--- src/logic/roc_pkg.sv ---
// roc_pkg: constants for the residual overcurrent stage
// assumes one program-cycle tick per time step
package roc_pkg;
	// ****************
	// register indexes
	// ****************
	localparam logic [3:0] A_CTRL  = 4'h0;
	localparam logic [3:0] A_PICK  = 4'h1;
	localparam logic [3:0] A_HARM  = 4'h2;
	localparam logic [3:0] A_OPDL  = 4'h3;
	localparam logic [3:0] A_RLDL  = 4'h4;
	localparam logic [3:0] A_KFAC  = 4'h5;
	localparam logic [3:0] A_STAT  = 4'h6;
	localparam logic [3:0] A_ANGL  = 4'h7;
	localparam logic [3:0] A_EXPT  = 4'h8;
	localparam logic [3:0] A_TREM  = 4'h9;
	localparam logic [3:0] A_RATIO = 4'ha;
	localparam logic [3:0] A_CSTA  = 4'hb;
	localparam logic [3:0] A_CTRP  = 4'hc;
	localparam logic [3:0] A_CBLK  = 4'hd;
	// ****************
	// control fields
	// ****************
	localparam int F_SRC   = 0; // 2 bits
	localparam int F_MAG   = 2; // 2 bits
	localparam int F_INR   = 4;
	localparam int F_REM   = 5;
	localparam int F_FRC   = 6; // 2 bits
	localparam int F_IDMT  = 8;
	localparam int F_CLR   = 9;
	// ****************
	// encodings
	// ****************
	localparam logic [1:0] SRC_COARSE = 2'h0;
	localparam logic [1:0] SRC_SENS   = 2'h1;
	localparam logic [1:0] SRC_CALC   = 2'h2;
	localparam logic [1:0] MAG_RMS    = 2'h0;
	localparam logic [1:0] MAG_TRMS   = 2'h1;
	localparam logic [1:0] MAG_PP     = 2'h2;
	typedef enum logic [1:0] {
		ST_NORMAL  = 2'b00,
		ST_START   = 2'b01,
		ST_TRIP    = 2'b10,
		ST_BLOCKED = 2'b11
	} roc_state_t;
	// ****************
	// scales and resets
	// ****************
	localparam logic [19:0] PICK_RST  = 20'h02ee0; // 1.2000 in 0.0001 In
	localparam logic [12:0] HARM_RST  = 13'h0001;  // 0.01 %
	localparam logic [31:0] HYST_NUM  = 32'h61;    // 97
	localparam logic [31:0] PCT       = 32'h64;    // 100
	localparam logic [31:0] HARM_FULL = 32'h2710;  // 10000 = 100.00 %
	localparam logic [31:0] RATIO_MAX = 32'h1e848; // 1250.00
	localparam logic [18:0] TIME_MAX  = 19'h57e40; // 1800 s in 5 ms
	localparam int          STEP_MS   = 5;         // time resolution
	localparam logic [17:0] ANG_FULL  = 18'h08ca0; // 360.00 deg
endpackage

--- src/logic/roc_stage.sv ---
// roc_stage: non-directional residual overcurrent stage
// assumes tick_i pulses once per program cycle (one 5 ms step)
// and measurements are stable when tick_i is high
`timescale 1ns/10ps
module roc_stage #(
	parameter int MW = 20, // magnitude width, 0.0001 In
	parameter int CW = 16  // counter width
) (
	input  wire logic          clk_sys,
	input  wire logic          reset,
	input  wire logic          tick_i,
	input  wire logic [MW-1:0] coarse_rms_i,
	input  wire logic [MW-1:0] coarse_trms_i,
	input  wire logic [MW-1:0] coarse_pp_i,
	input  wire logic [MW-1:0] sens_rms_i,
	input  wire logic [MW-1:0] sens_trms_i,
	input  wire logic [MW-1:0] sens_pp_i,
	input  wire logic [MW-1:0] calc_fund_i,
	input  wire logic [MW-1:0] harm2_i,
	input  wire logic [MW-1:0] fund_i,
	input  wire logic          block_i,
	input  wire logic          force_en_i,
	input  wire logic [16:0]   res_angle_i,
	input  wire logic [16:0]   u1_angle_i,
	input  wire logic [16:0]   i1_angle_i,
	input  wire logic          volt_avail_i,
	input  wire logic [1:0]    fault_phase_i,
	input  wire logic          fault_rev_i,
	input  wire logic          comm_wr_i,
	input  wire logic [19:0]   comm_pick_i,
	input  wire logic [3:0]    addr_i,
	input  wire logic [31:0]   wdata_i,
	input  wire logic          wr_i,
	input  wire logic          rd_i,
	output logic      [31:0]   rdata_o,
	output logic               start_o,
	output logic               trip_o,
	output logic               blocked_o
);
	// ****************
	// settings
	// ****************
	logic [9:0]    ctrl_q;   // control word
	logic [19:0]   pick_q;   // threshold
	logic [12:0]   harm_q;   // inrush limit
	logic [18:0]   opdl_q;   // definite delay, steps
	logic [18:0]   rldl_q;   // release delay, steps
	logic [15:0]   kfac_q;   // inverse time factor
	// ****************
	// state
	// ****************
	roc_pkg::roc_state_t st_q;  // computed state
	roc_pkg::roc_state_t shown; // state after forcing
	logic          blk_q;    // sampled blocking
	logic          pick_on_q;// pick-up with hysteresis
	logic [18:0]   elap_q;   // operate time elapsed
	logic [18:0]   rel_q;    // release time left
	logic [18:0]   expt_q;   // expected time
	logic [18:0]   trem_q;   // time remaining
	logic [16:0]   ratio_q;  // ratio, 0.01
	logic [16:0]   ang_q;    // angle, 0.01 deg
	logic [2:0]    ftype_q;  // previous fault type
	logic [CW-1:0] cnt_q [3];// start, trip, blocked
	logic [MW-1:0] meas;     // selected magnitude
	logic          inrush;   // harmonic block
	logic          blk_now;  // total blocking
	logic          over;     // above threshold
	logic          under;    // below release level
	logic          pick_now; // pick-up this cycle
	logic [31:0]   ratio_w;  // raw ratio
	logic [31:0]   inv_w;    // raw inverse time
	logic [18:0]   exp_now;  // expected time now
	logic          wr_ctrl;  // control write
	logic          clr_cnt;  // counter clear
	logic [17:0]   ang_raw;  // raw difference
	logic [2:0]    hit;      // counter events

	// ****************
	// measurement select
	// ****************
	// magnitude choice ignored for computed source
	always_comb begin
		unique case (ctrl_q[roc_pkg::F_SRC +: 2])
			roc_pkg::SRC_SENS: begin
				unique case (ctrl_q[roc_pkg::F_MAG +: 2])
					roc_pkg::MAG_TRMS: meas = sens_trms_i;
					roc_pkg::MAG_PP:   meas = sens_pp_i;
					default:           meas = sens_rms_i;
				endcase
			end
			roc_pkg::SRC_CALC: meas = calc_fund_i;
			default: begin
				unique case (ctrl_q[roc_pkg::F_MAG +: 2])
					roc_pkg::MAG_TRMS: meas = coarse_trms_i;
					roc_pkg::MAG_PP:   meas = coarse_pp_i;
					default:           meas = coarse_rms_i;
				endcase
			end
		endcase
	end

	// ****************
	// comparisons
	// ****************
	// over threshold, and release below 97 percent
	assign over  = 32'(meas) > 32'(pick_q);
	assign under = 32'(meas) * roc_pkg::PCT
		< 32'(pick_q) * roc_pkg::HYST_NUM;
	assign pick_now = pick_on_q ? !under : over;
	// harmonic ratio above limit, if enabled
	assign inrush = ctrl_q[roc_pkg::F_INR]
		&& 64'(harm2_i) * 64'(roc_pkg::HARM_FULL)
		> 64'(harm_q) * 64'(fund_i);
	assign blk_now = block_i | inrush;

	// ratio in 0.01 steps, clamped
	always_comb begin
		ratio_w = roc_pkg::RATIO_MAX;
		if (pick_q != 20'h0) begin
			ratio_w = (32'(meas) * roc_pkg::PCT) / 32'(pick_q);
		end
		if (ratio_w > roc_pkg::RATIO_MAX) begin
			ratio_w = roc_pkg::RATIO_MAX;
		end
	end

	// inverse time k*100/(ratio-100), floor at definite delay
	always_comb begin
		inv_w = 32'(roc_pkg::TIME_MAX);
		if (ratio_w > roc_pkg::PCT) begin
			inv_w = (32'(kfac_q) * roc_pkg::PCT) / (ratio_w - roc_pkg::PCT);
		end
		if (inv_w > 32'(roc_pkg::TIME_MAX)) begin
			inv_w = 32'(roc_pkg::TIME_MAX);
		end
		if (inv_w < 32'(opdl_q)) begin
			inv_w = 32'(opdl_q);
		end
		exp_now = ctrl_q[roc_pkg::F_IDMT] ? inv_w[18:0] : opdl_q;
	end

	// ****************
	// register writes
	// ****************
	assign wr_ctrl = wr_i && addr_i == roc_pkg::A_CTRL;
	assign clr_cnt = wr_ctrl && wdata_i[roc_pkg::F_CLR];

	// settings take effect at the next cycle, no restart
	always_ff @(posedge clk_sys) begin
		if (reset) begin
			ctrl_q <= 10'h0;
			harm_q <= roc_pkg::HARM_RST;
			opdl_q <= 19'h0;
			rldl_q <= 19'h0;
			kfac_q <= 16'h0;
		end else if (wr_i) begin
			unique case (addr_i)
				roc_pkg::A_CTRL: ctrl_q <= {1'b0, wdata_i[8:0]};
				roc_pkg::A_HARM: harm_q <= wdata_i[12:0];
				roc_pkg::A_OPDL: opdl_q <= wdata_i[18:0];
				roc_pkg::A_RLDL: rldl_q <= wdata_i[18:0];
				roc_pkg::A_KFAC: kfac_q <= wdata_i[15:0];
				default: ;
			endcase
		end
	end

	// threshold: local writes always, remote only if allowed
	always_ff @(posedge clk_sys) begin
		if (reset) begin
			pick_q <= roc_pkg::PICK_RST;
		end else if (wr_i && addr_i == roc_pkg::A_PICK) begin
			pick_q <= wdata_i[19:0];
		end else if (comm_wr_i && ctrl_q[roc_pkg::F_REM]) begin
			pick_q <= comm_pick_i;
		end
	end

	// ****************
	// stage sequence
	// ****************
	// blocking and pick-up latched at the cycle start
	always_ff @(posedge clk_sys) begin
		if (reset) begin
			blk_q     <= 1'b0;
			pick_on_q <= 1'b0;
		end else if (tick_i) begin
			blk_q     <= blk_now;
			pick_on_q <= pick_now;
		end
	end

	// state steps only on the tick
	always_ff @(posedge clk_sys) begin
		if (reset) begin
			st_q <= roc_pkg::ST_NORMAL;
		end else if (tick_i) begin
			unique case (st_q)
				roc_pkg::ST_NORMAL: begin
					if (pick_now && blk_now) begin
						st_q <= roc_pkg::ST_BLOCKED;
					end else if (pick_now) begin
						st_q <= roc_pkg::ST_START;
					end
				end
				roc_pkg::ST_START: begin
					if (!pick_now || blk_now) begin
						st_q <= roc_pkg::ST_NORMAL;
					end else if (elap_q + 19'h1 >= exp_now) begin
						st_q <= roc_pkg::ST_TRIP;
					end
				end
				roc_pkg::ST_TRIP: begin
					if (!pick_now || blk_now) begin
						st_q <= roc_pkg::ST_NORMAL;
					end
				end
				roc_pkg::ST_BLOCKED: begin
					// stay until pick-up drops
					if (!pick_now) begin
						st_q <= roc_pkg::ST_NORMAL;
					end
				end
			endcase
		end
	end

	// elapsed operate time with release delay
	always_ff @(posedge clk_sys) begin
		if (reset) begin
			elap_q <= 19'h0;
			rel_q  <= 19'h0;
		end else if (tick_i) begin
			if (st_q == roc_pkg::ST_START && pick_now && !blk_now) begin
				elap_q <= elap_q + 19'h1;
				rel_q  <= rldl_q;
			end else if (st_q == roc_pkg::ST_NORMAL && pick_now && !blk_now) begin
				elap_q <= elap_q + 19'h1;
			end else if (rel_q != 19'h0 && st_q != roc_pkg::ST_TRIP) begin
				rel_q  <= rel_q - 19'h1;
			end else begin
				elap_q <= 19'h0;
				rel_q  <= 19'h0;
			end
		end
	end

	// time figures shown each cycle
	always_ff @(posedge clk_sys) begin
		if (reset) begin
			expt_q  <= 19'h0;
			trem_q  <= 19'h0;
			ratio_q <= 17'h0;
		end else if (tick_i) begin
			expt_q  <= exp_now;
			ratio_q <= ratio_w[16:0];
			if (st_q == roc_pkg::ST_START && exp_now > elap_q) begin
				trem_q <= exp_now - elap_q;
			end else begin
				trem_q <= 19'h0;
			end
		end
	end

	// angle against reference, wrapped to +-360 deg
	assign ang_raw = {res_angle_i[16], res_angle_i}
		- (volt_avail_i ? {u1_angle_i[16], u1_angle_i}
		: {i1_angle_i[16], i1_angle_i});
	always_ff @(posedge clk_sys) begin
		if (reset) begin
			ang_q <= 17'h0;
		end else if (tick_i) begin
			if ($signed(ang_raw) > $signed(roc_pkg::ANG_FULL)) begin
				ang_q <= 17'(ang_raw - roc_pkg::ANG_FULL);
			end else if ($signed(ang_raw) < -$signed(roc_pkg::ANG_FULL)) begin
				ang_q <= 17'(ang_raw + roc_pkg::ANG_FULL);
			end else begin
				ang_q <= ang_raw[16:0];
			end
		end
	end

	// fault type latched on trip: phase*2 - forward
	always_ff @(posedge clk_sys) begin
		if (reset) begin
			ftype_q <= 3'h0;
		end else if (tick_i && st_q == roc_pkg::ST_START
			&& pick_now && !blk_now && elap_q + 19'h1 >= exp_now
			&& fault_phase_i != 2'h0) begin
			ftype_q <= {fault_phase_i, 1'b0} - {2'h0, !fault_rev_i};
		end
	end

	// ****************
	// outputs
	// ****************
	// forced status overrides computed state
	assign shown = force_en_i
		? roc_pkg::roc_state_t'(ctrl_q[roc_pkg::F_FRC +: 2]) : st_q;
	always_ff @(posedge clk_sys) begin
		if (reset) begin
			start_o   <= 1'b0;
			trip_o    <= 1'b0;
			blocked_o <= 1'b0;
		end else begin
			start_o   <= shown == roc_pkg::ST_START;
			trip_o    <= shown == roc_pkg::ST_TRIP;
			blocked_o <= shown == roc_pkg::ST_BLOCKED;
		end
	end

	// ****************
	// event counters
	// ****************
	// counts entries into start, trip, blocked; clear with a same-cycle entry leaves one
	assign hit[0] = start_o == 1'b0 && shown == roc_pkg::ST_START;
	assign hit[1] = trip_o == 1'b0 && shown == roc_pkg::ST_TRIP;
	assign hit[2] = blocked_o == 1'b0 && shown == roc_pkg::ST_BLOCKED;
	for (genvar i = 0; i < 3; i++) begin : g_cnt
		always_ff @(posedge clk_sys) begin
			if (reset) begin
				cnt_q[i] <= '0;
			end else if (clr_cnt) begin
				cnt_q[i] <= CW'(hit[i]);
			end else if (hit[i] && cnt_q[i] != '1) begin
				cnt_q[i] <= cnt_q[i] + CW'(1);
			end
		end
	end

	// ****************
	// register reads
	// ****************
	// data only in the cycle after the strobe, else zero
	always_ff @(posedge clk_sys) begin
		if (reset || !rd_i) begin
			rdata_o <= 32'h0;
		end else begin
			unique case (addr_i)
				roc_pkg::A_CTRL:  rdata_o <= {23'h0, ctrl_q[8:0]};
				roc_pkg::A_PICK:  rdata_o <= {12'h0, pick_q};
				roc_pkg::A_HARM:  rdata_o <= {19'h0, harm_q};
				roc_pkg::A_OPDL:  rdata_o <= {13'h0, opdl_q};
				roc_pkg::A_RLDL:  rdata_o <= {13'h0, rldl_q};
				roc_pkg::A_KFAC:  rdata_o <= {16'h0, kfac_q};
				roc_pkg::A_STAT:  rdata_o <= {25'h0, ftype_q, blk_q,
					pick_on_q, shown};
				roc_pkg::A_ANGL:  rdata_o <= {{15{ang_q[16]}}, ang_q};
				roc_pkg::A_EXPT:  rdata_o <= {13'h0, expt_q};
				roc_pkg::A_TREM:  rdata_o <= {13'h0, trem_q};
				roc_pkg::A_RATIO: rdata_o <= {15'h0, ratio_q};
				roc_pkg::A_CSTA:  rdata_o <= 32'(cnt_q[0]);
				roc_pkg::A_CTRP:  rdata_o <= 32'(cnt_q[1]);
				roc_pkg::A_CBLK:  rdata_o <= 32'(cnt_q[2]);
				default:          rdata_o <= 32'h0;
			endcase
		end
	end
endmodule
--- config.mk ---
export PLATFORM = sky130hd
export DESIGN_NAME = roc_stage
export DESIGN_NICKNAME = d
export VERILOG_FILES = /design/src/logic/roc_pkg.sv /design/src/logic/roc_stage.sv
export SDC_FILE = /design/constraint.sdc
export NUM_CORES = 2
export LEC_CHECK = 0
export BUFFER_PORTS_ARGS = -buffer_cell sky130_fd_sc_hd__buf_4
export CAP_MARGIN = 20
export CORE_UTILIZATION = 33
export CTS_CLUSTER_SIZE = 10
export DETAILED_ROUTE_END_ITERATION = 6
export GPL_TIMING_DRIVEN = 0
export PLACE_DENSITY = 0.58
export SLEW_MARGIN = 20
export SYNTH_ARGS = -nofsm -noshare
export SYNTH_HDL_FRONTEND = slang
export SYNTH_SLANG_ARGS = --single-unit
export TNS_END_PERCENT = 10
--- constraint.sdc ---
create_clock -name clk_sys -period 277.3 [get_ports clk_sys]
set_clock_uncertainty 0.05 [all_clocks]
set_input_delay 13.865 -clock clk_sys [delete_from_list [all_inputs] [get_ports clk_sys]]
set_output_delay 13.865 -clock clk_sys [all_outputs]
set_load 0.05 [all_outputs]
==> results.md <==
* Post-synth top area share at 0.221
* Via count at a little under 90000
* Vias in the first global route at between 80000 and 90000
* Global-route usage over all layers at 0.251
* Max Cap Violations at 1
* Area post-placement at approximately 93000 µm²
* Status: finished, violations left
* CTS Hold Bufs at 0
* YS warnings at 0
* Synth-to-layout area growth at 12.6%
* # DRC at 3
* Most used DFF post-synth: dfxtp_1
* Placer congestion estimate at 1.02
* Final ANT Viol Nets at 0
* Chip height at about 510 µm
* Highest Clock Rate at around 3.8 MHz
* Post-synth EDFFs at 48
* Num CTS Buffers at 36
* Total Die Area at around 260000 µm²
* Critical path capture point type: flop
* CTS Sinks at about 290
* Worst Tran Pin Value at 1.50 ns
* Post-synthesis register bit count at 285
* Insertion delay to the later sink of the worst-skew pair at around 0.57 ns
* DP HPWL at ~290000 µm
* Drt first-iter violations at around 7600
* Most frequent cells after synthesis: 1516 x ha_1, 1249 x nand2_1, 999 x nor2_1
* Non-filler cells, final at around 16000
* Final min period at 260.44 ns
* Final period util at 0.939
* First-pass GRT wire length at about 500000 µm
* WL per Instance at ~22 µm
* Slew HR at -0.0148
* Htree depth at 2
* Max-slew violation count at 3
* Highest-delay cell along the critical path: or4b_4
* Mapped Avg Cell Area at 7.34 µm²
* Startpoint Class: input port
* Final WL at between 300000 and 400000 µm
* Syn Inst Count at roughly 12000
* Final Core Density at 0.375
* CP max stage delay at between 0.6 and 0.7 ns
* Most common cell in the synthesized netlist: ha_1
* Clk slew on worst S/H paths at 0.05 ns
* Grt ovf at 0
* Starting density of the core at 0.333
* FF-to-FF path depth at 1352
* Core area at 258000 µm²
* Nets at 14232
* CTS root buf: clkbuf_16
* DRT Pass-1 Iters at 7
* R2r startpoint: ctrl_q[2]$_SDFFE_PP0P_
* Final Hold Vio Count at 0
* # IOs at ~330
* CTS tree: built
* Longest Clk Path Bufs at 3
* Critical path class: in2reg
* Hold EP: opdl_q[5]$_SDFFE_PP0P_
* Routed vias/inst at between 5 and 6
* Post-route cell area at a little under 100000 µm²
* Most common cell on crit path: o21a_1
* Hold Crit Class: reg2reg
* Failing checks: DRC, capacitance limit, slew limit
* Sequential share of the synthesized area at 0.0721
* Reg2Reg Capture Point: trem_q[9]$_SDFFE_PP0P_
* FF-to-FF setup slack at about 28 ns
* Placed cell count at approximately 15000
* Synth unique cells at between 100 and 150
* Max FO, Critical Path at 10
* Post-synth top area cell: ha_1
* Share of layout cells above drive strength 1 at 0.101
* Min-Delay Startpoint: opdl_q[5]$_SDFFE_PP0P_
* Std-Cell Rows at ~190
* Pin count of the biggest net entering global routing at 32
* Mapped cell area at about 86000 µm²
* Post-synth ARST share at 0
* Final Setup Violations at 0
* PortBufs at 314
* Top post-synthesis cells by area: ha_1 22%, fa_1 6.7%, dfxtp_1 5.5%
* Hold Path Stages at 2
* Arr. time, crit path at around 260 ns
* Worst EP required at roughly 280 ns
* Initial antenna violation count at 14
* Die Wd at 512 µm
## registers in the layout, indices dropped and copies added, names as in the netlist, 2 cells and up
| register | cells |
|---|---|
| cnt_q | 48 |
| st_q | 2 |
| pick_q | 20 |
| opdl_q | 19 |
| ctrl_q | 9 |
| rel_q | 19 |
| rdata_o | 21 |
| harm_q | 13 |
| ratio_q | 17 |
| elap_q | 19 |
| ftype_q | 3 |
| trem_q | 19 |
| ang_q | 17 |
| expt_q | 19 |
| rldl_q | 19 |
| kfac_q | 16 |
## metal layers
layer | vias up | wire length [µm] | track usage | share of wire
met1 | 41990 | 150000 | 0.337 | 0.44
met3 | 555 | 23400 | 0.0242 | 0.068
met5 | - | 89 | 0 | 0.00026
met4 | 14 | 17000 | 0.107 | 0.050
li1 | 43067 | - | - | -
met2 | 3208 | 151000 | 0.406 | 0.44
## cells by family after synthesis
group           share of synthesized area
compound gates                      0.255
xor+xnor                           0.0674
fa+ha+maj                           0.288
buf+inv                            0.0589
flops                              0.0721
mux                                0.0311
other cells                     0.0000437
simple gates                        0.227
## cell type report
| class | count | area [µm²] |
|---|---|---|
| fill | 27374 | 161000 |
| inverter | 886 | 3330 |
| clock buffer | 50 | 1000 |
| clock inverter | 7 | 65.1 |
| sequential | 285 | 6190 |
| antenna | 9 | 22.5 |
| multi-input combinational | 10077 | 75900 |
| timing repair buffer | 417 | 3690 |
| tap | 3384 | 4230 |
| buffer | 427 | 2110 |
## what timing repair did
action / 4_1_cts / 5_1_grt
pin swaps: 1 / 44
resized for setup: 200 / 500
buffers inserted: 1 / 56
setup endpoints to repair: 43 / 43
## how the worst max path moves through the flow
stage / startpoint / slack (ns) / to
after global routing: sens_pp_i[16] / -0.43 / trem_q[10]$_SDFFE_PP0P_
after CTS: sens_pp_i[4] / 0.05 / trem_q[14]$_SDFFE_PP0P_
after detailed placement: sens_trms_i[1] / -23.50 / trem_q[17]$_SDFFE_PP0P_
final: sens_pp_i[4] / 16.86 / trem_q[9]$_SDFFE_PP0P_
after floorplan: sens_trms_i[1] / 34.23 / trem_q[10]$_SDFFE_PP0P_
after global placement: sens_trms_i[7] / -25.28 / trem_q[14]$_SDFFE_PP0P_
## layout by cell type, fill, tap and decap left out, drive strengths merged, types with 266 or more instances in the layout
cell | Yosys | final
ha | 1516 | 1516
nand2 | 1249 | 1249
nor2 | 999 | 999
inv | 885 | 887
a21oi | 795 | 795
o21ai | 586 | 586
nor3 | 538 | 538
buf | 69 | 514
o21a | 440 | 440
xnor2 | 394 | 394
clkbuf | 368 | 380
a21o | 316 | 316
fa | 287 | 287
xor2 | 266 | 266
## per-stage QoR
| stage | setup WS, ns | hold slack (ns) | setup TNS (ns) |
|---|---|---|---|
| 2_1_floorplan | 34.23 | 0.391 | 0 |
| 6_report | 16.86 | 0.437 | 0 |
| 5_1_grt | -0.433 | 0.452 | -5.89 |
| 3_3_place_gp | -25.28 | 0.426 | -981.39 |
| 3_5_place_dp | -23.50 | 0.425 | -905.21 |
| 4_1_cts | 0.0511 | 0.432 | 0 |
## worst max-delay path: cells and delay by family
family | cells | cell delay (ns)
buf+inv | 104 | 18.80
simple gates | 175 | 27.65
fa+ha+maj | 51 | 15.20
mux | 11 | 3.27
compound gates | 443 | 85.50
Power is not shown: default switching activity piles up to over one toggle a cycle in this logic, so the estimate is an artifact.
